--- src/verilog/podt_params.svh ---
// constants of the protection operate-delay timer
`ifndef PODT_PARAMS_SVH
`define PODT_PARAMS_SVH

// ----------------------------------------------------------------
// setting steps and timing
// ----------------------------------------------------------------
// fixed delay step is 0.005 s, expressed in microseconds
`define PODT_STEP_US 32'h0000_1388
// 1800 s expressed in 0.005 s steps
`define PODT_MAX_STEPS 19'h5_7E40
// 1.0 in Q16.16
`define PODT_ONE_Q16 32'h0001_0000
// about 2^26 / 10000, turns 1e-4 units into a plain factor
`define PODT_RECIP_1E4 55'h00_0000_0000_1A37
`define PODT_RECIP_SHIFT 26
`define PODT_DIV_STEPS 6'h31

// ----------------------------------------------------------------
// reset values of the settings
// ----------------------------------------------------------------
`define PODT_DEF_STEPS 19'h0_0008
`define PODT_DEF_DIAL 12'h005
`define PODT_DEF_A 22'h00_035C
`define PODT_DEF_B 22'h00_073A
`define PODT_DEF_C 22'h00_00C8

// ----------------------------------------------------------------
// curve constants, units of 0.0001
// ----------------------------------------------------------------
`define PODT_IEC_NRM_A 22'h00_0578
`define PODT_IEC_NRM_B 22'h00_00C8
`define PODT_IEC_EXT_A 22'h0C_3500
`define PODT_IEC_EXT_B 22'h00_4E20
`define PODT_IEC_VRY_A 22'h02_0F58
`define PODT_IEC_VRY_B 22'h00_2710
`define PODT_IEC_LNG_A 22'h12_4F80
`define PODT_IEC_LNG_B 22'h00_2710
`define PODT_ANSI_NRM_A 22'h01_5CFC
`define PODT_ANSI_NRM_B 22'h00_0705
`define PODT_ANSI_NRM_C 22'h00_51CC
`define PODT_ANSI_VRY_A 22'h00_9934
`define PODT_ANSI_VRY_B 22'h00_03D6
`define PODT_ANSI_EXT_A 22'h00_DC50
`define PODT_ANSI_EXT_B 22'h00_00F3
`define PODT_ANSI_LNG_A 22'h00_DB4C
`define PODT_ANSI_LNG_B 22'h00_5564
`define PODT_ANSI_LNG_C 22'h00_2710
`define PODT_IEEE_MOD_A 22'h00_0203
`define PODT_IEEE_MOD_B 22'h00_0474
`define PODT_IEEE_MOD_C 22'h00_00C8
`define PODT_IEEE_VRY_A 22'h02_FE04
`define PODT_IEEE_VRY_B 22'h00_132E
`define PODT_IEEE_EXT_A 22'h04_4D90
`define PODT_IEEE_EXT_B 22'h00_04C1
`define PODT_EXP2_C 22'h00_4E20

`endif

--- src/verilog/podt_pkg.sv ---
// types of the protection operate-delay timer
`default_nettype none
package podt_pkg;

    typedef enum logic {
        fixed_delay_mode = 1'b0,
        inverse_curve_mode = 1'b1
    } podt_delay_type_t;

    typedef enum logic {
        iec_series = 1'b0,
        ieee_series = 1'b1
    } podt_series_t;

    typedef enum logic [2:0] {
        iec_normal_inverse_curve = 3'h0,
        iec_extreme_inverse_curve = 3'h1,
        iec_very_inverse_curve = 3'h2,
        iec_long_time_inverse_curve = 3'h3,
        iec_param_curve = 3'h4
    } podt_iec_curve_t;

    typedef enum logic [2:0] {
        ansi_normal_inverse_curve = 3'h0,
        ansi_very_inverse_curve = 3'h1,
        ansi_extreme_inverse_curve = 3'h2,
        ansi_long_time_inverse_curve = 3'h3,
        ieee_moderate_inverse_curve = 3'h4,
        ieee_very_inverse_curve = 3'h5,
        ieee_extreme_inverse_curve = 3'h6,
        ieee_param_curve = 3'h7
    } podt_ieee_curve_t;

    typedef enum logic [1:0] {
        calc_idle = 2'b00,
        calc_power = 2'b01,
        calc_divide = 2'b10,
        calc_finish = 2'b11
    } podt_calc_state_t;

    typedef struct packed {
        podt_delay_type_t delay_type;
        podt_series_t curve_series;
        podt_iec_curve_t iec_curve;
        podt_ieee_curve_t ieee_curve;
        logic [18:0] fixed_delay_steps;
        logic [11:0] time_dial;
        logic [21:0] param_a;
        logic [21:0] param_b;
        logic [21:0] param_c;
    } podt_cfg_t;

    typedef struct packed {
        logic [21:0] a;
        logic [21:0] b;
        logic [21:0] c;
    } podt_curve_t;

endpackage : podt_pkg
`default_nettype wire

--- src/verilog/podt_curve_rom.sv ---
// tabulated curve constants, registered read
`timescale 1ns/10ps
`default_nettype none
`include "podt_params.svh"

module podt_curve_rom
(
    input wire logic core_clk,
    input wire logic reset_n,
    input wire logic [3:0] curve_sel,
    output podt_pkg::podt_curve_t curve_q
);

    podt_pkg::podt_curve_t curve_d;

    // ----------------------------------------------------------------
    // lookup, msb selects the ieee family
    // ----------------------------------------------------------------
    always_comb
    begin
        curve_d = '0;
        unique case (curve_sel)
            4'h0: curve_d = {`PODT_IEC_NRM_A, `PODT_IEC_NRM_B, 22'h00_0000};
            4'h1: curve_d = {`PODT_IEC_EXT_A, `PODT_IEC_EXT_B, 22'h00_0000};
            4'h2: curve_d = {`PODT_IEC_VRY_A, `PODT_IEC_VRY_B, 22'h00_0000};
            4'h3: curve_d = {`PODT_IEC_LNG_A, `PODT_IEC_LNG_B, 22'h00_0000};
            4'h8: curve_d = {`PODT_ANSI_NRM_A, `PODT_ANSI_NRM_B,
                             `PODT_ANSI_NRM_C};
            4'h9: curve_d = {`PODT_ANSI_VRY_A, `PODT_ANSI_VRY_B,
                             `PODT_EXP2_C};
            4'hA: curve_d = {`PODT_ANSI_EXT_A, `PODT_ANSI_EXT_B,
                             `PODT_EXP2_C};
            4'hB: curve_d = {`PODT_ANSI_LNG_A, `PODT_ANSI_LNG_B,
                             `PODT_ANSI_LNG_C};
            4'hC: curve_d = {`PODT_IEEE_MOD_A, `PODT_IEEE_MOD_B,
                             `PODT_IEEE_MOD_C};
            4'hD: curve_d = {`PODT_IEEE_VRY_A, `PODT_IEEE_VRY_B,
                             `PODT_EXP2_C};
            4'hE: curve_d = {`PODT_IEEE_EXT_A, `PODT_IEEE_EXT_B,
                             `PODT_EXP2_C};
            // parametric and unused codes read zero; parametric constants come from settings
            default: curve_d = '0;
        endcase
    end

    always_ff @(posedge core_clk or negedge reset_n)
    begin
        if (!reset_n)
            curve_q <= '0;
        else
            curve_q <= curve_d;
    end

endmodule : podt_curve_rom
`default_nettype wire

--- src/verilog/podt_timer.sv ---
// operate-delay timer of one protection stage
`timescale 1ns/10ps
`default_nettype none
`include "podt_params.svh"

// Functional notes
// - instant mode trips together with start
// - fixed mode trips after delay, magnitude ignored
// - fixed count runs only while pick-up holds
// - inverse delay computed from current ratio
// - fixed delay is minimum time in inverse
// - delay type selects mode, resets fixed
// - fixed delay in 0.005 s steps, 0.040 default
// - zero fixed delay means instantaneous operation in fixed mode
// - nonzero delay up to 1800 s delays stage
// - series picks IEC or IEEE, default IEC
// - IEC normal, extreme, very, long-time, param curves
// - IEC param uses settable A and B
// - IEEE family seven curves plus param
// - IEEE param uses settable A, B, C
// - time dial 0.01 steps, default 0.05
// - constant A 0.0001 steps, default 0.0860
// - constant B 0.0001 steps, default 0.1850
// - constant C 0.0001 steps, default 0.0200
// - IEEE delay k times A/(r^C-1)+B
// - IEC tabulated constants A and B
// - IEEE/ANSI tabulated constants A, B, C
module podt_timer
#(
    parameter logic [31:0] TICK_US = `PODT_STEP_US
)
(
    input wire logic core_clk,
    input wire logic reset_n,
    input wire logic program_tick,
    input wire logic pickup_active,
    input wire logic [15:0] current_ratio,
    input wire logic cfg_load,
    input wire podt_pkg::podt_cfg_t cfg_in,
    output podt_pkg::podt_cfg_t cfg_q,
    output logic start_out,
    output logic trip_out,
    output logic [31:0] operate_delay_us
);

    // ----------------------------------------------------------------
    // settings
    // ----------------------------------------------------------------
    localparam podt_pkg::podt_cfg_t CFG_RESET = '{
        delay_type: podt_pkg::fixed_delay_mode,
        curve_series: podt_pkg::iec_series,
        iec_curve: podt_pkg::iec_normal_inverse_curve,
        ieee_curve: podt_pkg::ansi_normal_inverse_curve,
        fixed_delay_steps: `PODT_DEF_STEPS,
        time_dial: `PODT_DEF_DIAL,
        param_a: `PODT_DEF_A,
        param_b: `PODT_DEF_B,
        param_c: `PODT_DEF_C
    };

    podt_pkg::podt_cfg_t cfg_d;

    always_comb
    begin
        cfg_d = cfg_q;
        if (cfg_load)
        begin
            cfg_d = cfg_in;
            // longest fixed delay is 1800 s
            if (cfg_in.fixed_delay_steps > `PODT_MAX_STEPS)
                cfg_d.fixed_delay_steps = `PODT_MAX_STEPS;
        end
    end

    always_ff @(posedge core_clk or negedge reset_n)
    begin
        if (!reset_n)
            cfg_q <= CFG_RESET;
        else
            cfg_q <= cfg_d;
    end

    logic is_ieee;
    logic is_param;
    logic inverse_on;
    logic [31:0] floor_us;

    assign is_ieee = (cfg_q.curve_series == podt_pkg::ieee_series);
    assign is_param = is_ieee ?
        (cfg_q.ieee_curve == podt_pkg::ieee_param_curve) :
        (cfg_q.iec_curve == podt_pkg::iec_param_curve);
    assign inverse_on = (cfg_q.delay_type == podt_pkg::inverse_curve_mode);
    assign floor_us = 32'(cfg_q.fixed_delay_steps) * `PODT_STEP_US;

    // ----------------------------------------------------------------
    // curve constants
    // ----------------------------------------------------------------
    podt_pkg::podt_curve_t rom_q;
    podt_pkg::podt_curve_t coef;
    logic [2:0] curve_code;

    assign curve_code = is_ieee ? 3'(cfg_q.ieee_curve) : 3'(cfg_q.iec_curve);

    podt_curve_rom podt_curve_rom_i
    (
        .core_clk(core_clk),
        .reset_n(reset_n),
        .curve_sel({is_ieee, curve_code}),
        .curve_q(rom_q)
    );

    // parametric curves take the user constants
    assign coef = is_param ?
        {cfg_q.param_a, cfg_q.param_b, cfg_q.param_c} : rom_q;

    // ----------------------------------------------------------------
    // power of the ratio, piecewise linear log2 and exp2
    // ----------------------------------------------------------------
    // error stays within a few percent; cheaper than a real log unit
    function automatic logic [19:0] podt_log2(input logic [15:0] r);
        logic [3:0] m;
        logic [15:0] sh;
        m = 4'h8;
        for (int i = 0; i < 16; i++)
            if (r[i])
                m = 4'(i);
        sh = r << (4'hF - m);
        return {4'(m - 4'h8), sh[14:0], 1'b0};
    endfunction : podt_log2

    logic [15:0] ratio_clamped;
    logic [21:0] expo;
    logic [54:0] e_full;
    logic [28:0] e_val;
    logic [31:0] pwr;
    logic [33:0] k_a;
    logic [33:0] k_b;

    // below pick-up the ratio counts as one
    assign ratio_clamped = (current_ratio < 16'h0100) ? 16'h0100 :
                           current_ratio;
    assign expo = is_ieee ? coef.c : coef.b;
    assign e_full = 55'(podt_log2(ratio_clamped)) * 55'(expo) *
                    `PODT_RECIP_1E4;
    assign e_val = e_full[`PODT_RECIP_SHIFT +: 29];
    assign pwr = (e_val[28:16] > 13'h000E) ? 32'hFFFF_FFFF :
                 (32'({1'b1, e_val[15:0]}) << e_val[19:16]);
    // dial in 0.01 and constants in 1e-4 give microseconds directly
    assign k_a = 34'(cfg_q.time_dial) * 34'(coef.a);
    assign k_b = 34'(cfg_q.time_dial) * 34'(coef.b);

    // ----------------------------------------------------------------
    // delay computation
    // ----------------------------------------------------------------
    podt_pkg::podt_calc_state_t calc_q;
    podt_pkg::podt_calc_state_t calc_d;
    logic [49:0] quo_q;
    logic [49:0] quo_d;
    logic [31:0] rem_q;
    logic [31:0] rem_d;
    logic [31:0] dvs_q;
    logic [31:0] dvs_d;
    logic [33:0] add_q;
    logic [33:0] add_d;
    logic [5:0] cnt_q;
    logic [5:0] cnt_d;
    logic [31:0] target_q;
    logic [31:0] target_d;
    logic [32:0] rem_sh;
    logic [31:0] quo_sat;
    logic [34:0] total;

    assign rem_sh = {rem_q, quo_q[49]};
    assign quo_sat = (|quo_q[49:32]) ? 32'hFFFF_FFFF : quo_q[31:0];
    assign total = 35'(quo_sat) + 35'(add_q);

    always_comb
    begin
        calc_d = calc_q;
        quo_d = quo_q;
        rem_d = rem_q;
        dvs_d = dvs_q;
        add_d = add_q;
        cnt_d = cnt_q;
        target_d = target_q;
        unique case (calc_q)
            podt_pkg::calc_idle:
            begin
                // recomputed back to back so the ratio is tracked
                if (inverse_on)
                    calc_d = podt_pkg::calc_power;
            end
            podt_pkg::calc_power:
            begin
                quo_d = {k_a, 16'h0000};
                rem_d = '0;
                cnt_d = `PODT_DIV_STEPS;
                if (is_ieee)
                begin
                    dvs_d = pwr - `PODT_ONE_Q16;
                    add_d = k_b;
                end
                else
                begin
                    dvs_d = pwr;
                    add_d = '0;
                end
                if (is_ieee && (pwr <= `PODT_ONE_Q16))
                begin
                    target_d = 32'hFFFF_FFFF;
                    calc_d = podt_pkg::calc_idle;
                end
                else
                    calc_d = podt_pkg::calc_divide;
            end
            podt_pkg::calc_divide:
            begin
                if (rem_sh >= {1'b0, dvs_q})
                begin
                    rem_d = 32'(rem_sh - {1'b0, dvs_q});
                    quo_d = {quo_q[48:0], 1'b1};
                end
                else
                begin
                    rem_d = rem_sh[31:0];
                    quo_d = {quo_q[48:0], 1'b0};
                end
                cnt_d = cnt_q - 6'h01;
                if (cnt_q == 6'h00)
                    calc_d = podt_pkg::calc_finish;
            end
            podt_pkg::calc_finish:
            begin
                target_d = (|total[34:32]) ? 32'hFFFF_FFFF : total[31:0];
                calc_d = podt_pkg::calc_idle;
            end
        endcase
    end

    always_ff @(posedge core_clk or negedge reset_n)
    begin
        if (!reset_n)
        begin
            calc_q <= podt_pkg::calc_idle;
            quo_q <= '0;
            rem_q <= '0;
            dvs_q <= '0;
            add_q <= '0;
            cnt_q <= '0;
            target_q <= 32'hFFFF_FFFF;
        end
        else
        begin
            calc_q <= calc_d;
            quo_q <= quo_d;
            rem_q <= rem_d;
            dvs_q <= dvs_d;
            add_q <= add_d;
            cnt_q <= cnt_d;
            target_q <= target_d;
        end
    end

    // ----------------------------------------------------------------
    // operate timer
    // ----------------------------------------------------------------
    logic [31:0] elapsed_q;
    logic [31:0] elapsed_d;
    logic [31:0] delay_eff;
    logic [32:0] elapsed_sum;
    logic start_d;
    logic trip_d;
    logic [31:0] oper_d;

    assign elapsed_sum = {1'b0, elapsed_q} + {1'b0, TICK_US};
    // minimum time floor under the inverse curve
    assign delay_eff = !inverse_on ? floor_us :
                       (target_q > floor_us) ? target_q : floor_us;

    always_comb
    begin
        start_d = start_out;
        trip_d = trip_out;
        elapsed_d = elapsed_q;
        oper_d = delay_eff;
        if (program_tick)
        begin
            start_d = pickup_active;
            // a zero delay trips on the very start evaluation
            trip_d = pickup_active && (elapsed_q >= delay_eff);
            if (!pickup_active)
                elapsed_d = '0;
            else if (elapsed_sum[32])
                elapsed_d = 32'hFFFF_FFFF;
            else
                elapsed_d = elapsed_sum[31:0];
        end
    end

    always_ff @(posedge core_clk or negedge reset_n)
    begin
        if (!reset_n)
        begin
            start_out <= 1'b0;
            trip_out <= 1'b0;
            elapsed_q <= '0;
            operate_delay_us <= '0;
        end
        else
        begin
            start_out <= start_d;
            trip_out <= trip_d;
            elapsed_q <= elapsed_d;
            operate_delay_us <= oper_d;
        end
    end
endmodule : podt_timer
`default_nettype wire

--- config.mk ---
export PLATFORM = sky130hd
export DESIGN_NAME = podt_timer
export DESIGN_NICKNAME = d
export VERILOG_FILES = /design/src/verilog/podt_pkg.sv /design/src/verilog/podt_curve_rom.sv /design/src/verilog/podt_timer.sv
export VERILOG_INCLUDE_DIRS = /design/src /design/src/verilog
export SDC_FILE = /design/constraint.sdc
export NUM_CORES = 2
export LEC_CHECK = 0
export ABC_AREA = 1
export BUFFER_PORTS_ARGS = -buffer_cell sky130_fd_sc_hd__buf_2
export CAP_MARGIN = 30
export CORE_UTILIZATION = 52
export DETAILED_ROUTE_END_ITERATION = 6
export PLACE_DENSITY = 0.69
export SYNTH_ARGS = -nofsm -noshare
export SYNTH_HDL_FRONTEND = slang
export SYNTH_SLANG_ARGS = --single-unit
export TNS_END_PERCENT = 100
--- constraint.sdc ---
create_clock -name core_clk -period 14.8 [get_ports core_clk]
set_clock_uncertainty 0.05 [all_clocks]
set_input_delay 1.48 -clock core_clk [delete_from_list [all_inputs] [get_ports core_clk]]
set_output_delay 1.48 -clock core_clk [all_outputs]
set_load 0.01 [all_outputs]
Yosys cells after proc, flatten, opt, wreduce, memory -nomap -nowiden
Memories as Yosys holds them, arrays and structs flattened. A register that Yosys moved wholly into a read port is not among the register bits.
Index checks and enable logic that the tools add are counted.
- memories kept: 1
- memory bits (read-only): 784
- register bits: 425
- input bits: 126
- multipliers: 5
- eq/ne operators: 8
- magnitude comparators: 7
- $add $sub $neg: 7
- muxes and demuxes: 42
- reductions and logical operators: 11
- shift-type cells: 2
- memory list (name ; words ; width ; read ports ; clocked after Yosys merged registers in ; wr ports ; line ; RTL):
    (no name shown) ; 16 ; 49 ; 1 ; 1 ; 0 ; podt_curve_rom.sv:22 ; unique case (curve_sel)
- operator list (kind ; count):
    two-way mux 32 bit ; 10
    one-hot mux 32 bit (2 select lines) ; 2
    one-hot mux 50 bit (2 select lines) ; 1
    multiplier 12 x 22 -> 34 bit ; 2
    two-way mux 66 bit ; 1
    two-way mux 4 bit ; 16
    multiplier 41 x 13 -> 54 bit (second input constant) ; 1
    multiplier 19 x 22 -> 41 bit ; 1
    adder 32 x 34 -> 35 bit ; 1
    two-way mux 34 bit ; 1
    adder 32 x 13 -> 33 bit (second input constant) ; 1
    greater-or-equal comparator 33 x 32 -> 1 bit ; 1
    greater-or-equal comparator 32 bit ; 1
    greater-than comparator 32 bit ; 1
    <= comparator 32 x 17 -> 1 bit (second input constant) ; 1
    left shift 17 x 4 -> 32 bit ; 1
    subtractor 32 x 17 -> 32 bit (second input constant) ; 1
    subtractor 32 bit ; 1
    multiplier 19 x 10 -> 29 bit (second input constant) ; 1
    two-way mux 22 bit ; 1
    greater-than comparator 19 bit (second input constant) ; 1
    two-way mux 19 bit ; 1
    OR reduction 18 bit ; 1
    < comparator 16 x 9 -> 1 bit (second input constant) ; 1
    other kinds (22) ; 32

Depth between registers and ports, before layout
- word-level depth: 28
- mapped depth: 91
- mapped depth without buffers: 88

Hierarchy
Synthesis repeated with hierarchy kept, for this count alone.
- cells, all modules: 8712
- area, all modules: 67159.4 µm²
- modules (own cells, without submodules) (module ; times used ; area an instance (µm²) ; cells each ; sequential area each (µm²)):
    podt_timer ; 1 ; 65402.7 ; 8528 ; 8997.4
    podt_curve_rom ; 1 ; 1756.7 ; 184 ; 1001.0

Worst setup path before layout
No wires, ideal clock.
- kind: input-to-reg
- from: input current_ratio[15]
- to: register target_q[10]
- path slack: -0.068 ns
- library setup time: 0.061 ns
- stages on the path: 86
- path buffers: 5
- arrival: 14.757 ns
- cells stage by stage: nor2_1 -> nand2_1 -> inv_2 -> nand4_2 -> nand2_1 -> o21ai_0 -> nand2_1 -> a21oi_1 -> o21ai_1 -> nand2_1 -> a21oi_1 -> o21ai_1 -> nand2_2 -> buf_2 -> nand2_1 -> nand2_1 -> nand2_1 -> nand2_1 -> [... 50 more ...] -> nor2_4 -> buf_4 -> o21ai_0 -> nor2_1 -> ha_1 -> nand2_1 -> inv_1 -> nand2_1 -> nor2_1 -> nand3_1 -> nor2_1 -> nand3_1 -> nand2_1 -> nand3_4 -> nand2_4 -> buf_6 -> nand2_1 -> nand2_1
- longest elaborated chain between the ends: 28
- RTL lines (item ; line ; RTL):
    from (decl) ; podt_timer.sv:37 ; input wire logic [15:0] current_ratio,
    < comparator 16 x 9 -> 1 bit ; podt_timer.sv:140 ; assign ratio_clamped = (current_ratio < 16'h0100) ? 16'h0100 :
    two-way mux 16 bit (*) ; podt_timer.sv:140 ;
    two-way mux 4 bit (16 in series) ; podt_timer.sv:125 ; if (r[i])
    subtractor 4 bit ; podt_timer.sv:127 ; sh = r << (4'hF - m);
    left shift 16 x 4 -> 15 bit ; podt_timer.sv:127 ;
    multiplier 19 x 22 -> 41 bit (*) ; podt_timer.sv:143 ; assign e_full = 55'(podt_log2(ratio_clamped)) * 55'(expo) *
    multiplier 41 x 13 -> 54 bit (no source line) (*) ; n/a ;
    greater-than comparator 13 x 4 -> 1 bit or left shift 17 x 4 -> 32 bit (tied branches) ; podt_timer.sv:146, podt_timer.sv:147 ;
    two-way mux 32 bit (*) ; podt_timer.sv:146 ; assign pwr = (e_val[28:16] > 13'h000E) ? 32'hFFFF_FFFF :
    <= comparator 32 x 17 -> 1 bit (no source line) (*) ; n/a ;
    logical AND 1 bit (*) ; podt_timer.sv:208 ; if (is_ieee && (pwr <= `PODT_ONE_Q16))
    != test 2 bit (no source line) (*) ; n/a ;
    AND reduction 2 bit (no source line) (*) ; n/a ;
    to (signal assigned) ; podt_timer.sv:260 ; target_q <= target_d;
    to (decl) ; podt_timer.sv:167 ; logic [31:0] target_q;
Mark *: on every way between the ends. The rest lies on a longest branch, timed or not.
A chain may end at the register's enable or synchronous reset.

Final worst setup path
- from: input current_ratio[13]
- to: register target_q[24]
The elaborated chain is that of the path after synthesis.

==> results.txt <==
The total wirelength of the detailed-routed design is 215 mm. The quantity of I/O buffers inserted on ports is 264. The number of remaining DRC errors is 0. The delay of the slowest cell on the worst path is 0.59 ns. The core footprint came out at 126000 µm².

The final core utilization came out at 0.631. CTS saw 397 sinks. The first detailed-routing pass ran for 6 iterations. The final RePlAce weighted congestion came out at 1.01. The worst slew margin relative to its limit came out at 0.264.

The tree is rooted in a sky130_fd_sc_hd__clkbuf_16. Setup repair after global routing could not meet its margin everywhere. STA puts the critical path data arrival time at 15.30 ns. Of the cells placed in the final design, the portion with a size suffix greater than 1 is 0.185. The final hold violation count came to 0. The half-perimeter wire length after placement came out at 177 mm. The share of the yosys chip area belonging to registers is 0.151. The worst hold path was traced through 2 stages. Counting flops with an async set or reset pin after synthesis yields a share of 1.00. The number of warnings reported in the yosys synthesis log came out at 0. The worst hold slack is 0.439 ns.

For the worst setup path, the data required time is 15.35 ns. The measured slew at the worst slew-check pin came out at 1.09 ns. The critical path's slowest cell is sky130_fd_sc_hd__fa_2. The number of cells produced by synthesis is 8587. The ratio of final minimum period to clock period came out at 0.997.

The average size of a mapped cell came out at 7.74 µm². The path class of the tightest hold or removal check is flip-flop to flip-flop. For this block, the initial DRC count from the detailed router was 4411. The max-cap violation count is 0. The remaining global-route overflow came out at 0. The worst-case clock buffer depth is 3. The wire length of the first global-routing pass is 336 mm. The number of distinct standard cells referenced by the synthesized netlist came out at 68. The die area came out at 129000 µm². The floorplan has 130 rows. The top-level I/O count came out at 265.

After detailed placement, the design holds a cell count of 10957. The max-slew violation count came to 0. The worst setup path is launched from an input port. The total standard cell area after synthesis came out at 66400 µm². The pin count of the biggest net entering global routing came out at 151. The via count of the first global-routing pass is 60444. The level count of the clock H-tree is 2. Once layout is complete, the cells apart from fillers number 11140. The vertical die dimension is 359 µm. The number of synthesized flops with an enable pin came out at 0. In the final routed layout, each cell accounts on average for 19.3 µm. The number of antenna violations at the first check in global routing is 4.

The largest fanout on the critical path is 8. The sort of element at the end of the critical path is a flip-flop. The fmax is 67.8 MHz. The net count reported at finish came out at 11221. After detailed routing, the number of vias per cell comes to 5.37. The post-route antenna net violation count is 0.

The number of filler cells placed in the layout is 11252. The overall global routing resource usage is 0.332. The run finished with clean final reports.

In the synthesized netlist the dominant register cell turns out to be sky130_fd_sc_hd__dfrtp_1. The setup path with the least slack is of type input port to flip-flop. The number of cells on the worst reg-to-reg path came out at 70.

The number of synthesized register bits came out at 397. The number of clock buffers added by TritonCTS is 49. The chip width is 359 µm. The clock insertion delay at the later pin of the skew report came out at 0.66 ns. TritonCTS built the clock tree. Compared with the post-synthesis result, the final layout area differs by 19.9%. Adding up every negative setup slack in the final design gives 0 ns. The routed layout has 59840 vias. The starting density of the core came out at 0.526. The final critical delay including setup and external delays is 14.75 ns. The number of setup violations in the final report came out at 0. The CTS clock-pin slew for the worst setup and hold paths came out at 0.06 ns.
==> stage by stage <==
step	area, µm²	setup WS (ns)
final	79700	0.0496
after global placement	74200	-1.40
after detailed placement	74200	-1.62
after CTS	76200	0.0135
after floorplan	66500	0.0242
after global routing	79700	-0.573
==> routing by layer <==
metal / vias up / share of wire / GRT usage
met5: - / 0 / 0
met4: 0 / 0.039 / 0.100
met3: 387 / 0.074 / 0.0518
met2: 2187 / 0.44 / 0.525
met1: 29293 / 0.44 / 0.470
li1: 27973 / - / -
==> sequential cells by signal, indices dropped and copies added, names as in the netlist, named ones only <==
register,count
operate_delay_us,32
cnt_q,6
inverse_on,1
add_q,34
start_out,1
is_ieee,1
cfg_q,103
target_q,32
quo_q,50
trip_out,1
elapsed_q,30
podt_curve_rom_i.curve_q,40
calc_q,1
rem_q,32
dvs_q,32
==> cells in the mapped netlist (all sizes together) (12+ instances only) <==
cell type,instances,share of area
nand2,1936,0.11
inv,1888,0.11
fa,998,0.30
nor2,764,0.044
ha,649,0.12
o21ai,431,0.032
dfrtp,346,0.13
nand3,341,0.026
a21oi,322,0.024
clkbuf,176,0.0099
xor2,93,0.012
xnor2,75,0.0099
nand4,60,0.0057
buf,54,0.0044
dfstp,51,0.020
o22ai,48,0.0045
clkinv,40,0.0023
o211ai,35,0.0040
or2,32,0.0030
nor3,30,0.0026
o221ai,26,0.0034
nand3b,25,0.0028
a31oi,22,0.0021
nor4,19,0.0019
o21bai,19,0.0021
a21o,15,0.0017
o21a,15,0.0017
o31ai,15,0.0017
a21boi,12,0.0014
==> repair_timing <==
action                     4_1_cts  5_1_grt
setup endpoints to repair       64       64
gates cloned                     1        7
resized for setup               61      708
setup buffers                   10       72
pin swaps                       18      215
hold buffers                     0        0
==> logic make-up after synthesis <==
| kind of cell | after synthesis | synth area share |
|---|---|---|
| simple gates | 3215 | 0.196 |
| buf+inv | 2158 | 0.123 |
| fa+ha+maj | 1647 | 0.423 |
| compound gates | 1000 | 0.0845 |
| flops | 397 | 0.151 |
| xor+xnor | 168 | 0.0222 |
| other cells | 2 | 0.000113 |
==> cell usage in the layout, fill, tap and decap left out, types with 85 or more instances in the layout <==
master,synthesis,layout
sky130_fd_sc_hd__dfrtp_1,346,345
sky130_fd_sc_hd__inv_1,1874,1824
sky130_fd_sc_hd__nor2_1,754,671
sky130_fd_sc_hd__fa_1,998,964
sky130_fd_sc_hd__ha_1,649,599
sky130_fd_sc_hd__o21ai_0,409,380
sky130_fd_sc_hd__a21oi_1,322,281
sky130_fd_sc_hd__buf_2,26,257
sky130_fd_sc_hd__nand3_1,338,296
sky130_fd_sc_hd__nand2_1,1925,1758
sky130_fd_sc_hd__xor2_1,93,85
sky130_fd_sc_hd__nand2_2,10,121
sky130_fd_sc_hd__buf_4,5,686
==> worst max-delay path, delay by kind of cell <==
kind	cells	cell delay [ns]
AOI/OAI and AO/OA	12	1.59
xor gates and xnor gates	1	0.29
adders and majority gates	14	5.82
buffers and inverters	20	2.05
and+or+nand+nor	38	4.04
==> final timing paths <==
path	endpoint	startpoint	slack [ns]
worst max register to register	target_q[24]$_DFFE_PN1P_	cfg_q[99]$_DFFE_PN0P_	0.39
max in group asynchronous	cfg_q[16]$_DFFE_PN0P_	reset_n	11.67
min in group asynchronous	elapsed_q[27]$_DFFE_PN0P_	reset_n	0.79
worst min-delay path	target_q[2]$_DFFE_PN1P_	target_q[2]$_DFFE_PN1P_	0.44
worst max-delay path	target_q[24]$_DFFE_PN1P_	current_ratio[13]	0.05
worst min register to register	target_q[2]$_DFFE_PN1P_	target_q[2]$_DFFE_PN1P_	0.44
==> cell type report <==
| class | instances | area, µm² | share of cell area |
|---|---|---|---|
| multi-input combinational | 6054 | 51000 | 0.641 |
| sequential | 397 | 10000 | 0.126 |
| timing repair buffer | 1018 | 7610 | 0.0955 |
| inverter | 1928 | 7260 | 0.0911 |
| tap | 1650 | 2060 | 0.0259 |
| clock buffer | 61 | 1300 | 0.0163 |
| clock inverter | 31 | 390 | 0.00490 |
| antenna | 1 | 2.50 | 0.0000314 |
Power is not shown: default switching activity piles up to over one toggle a cycle in this logic, so the estimate is an artifact.
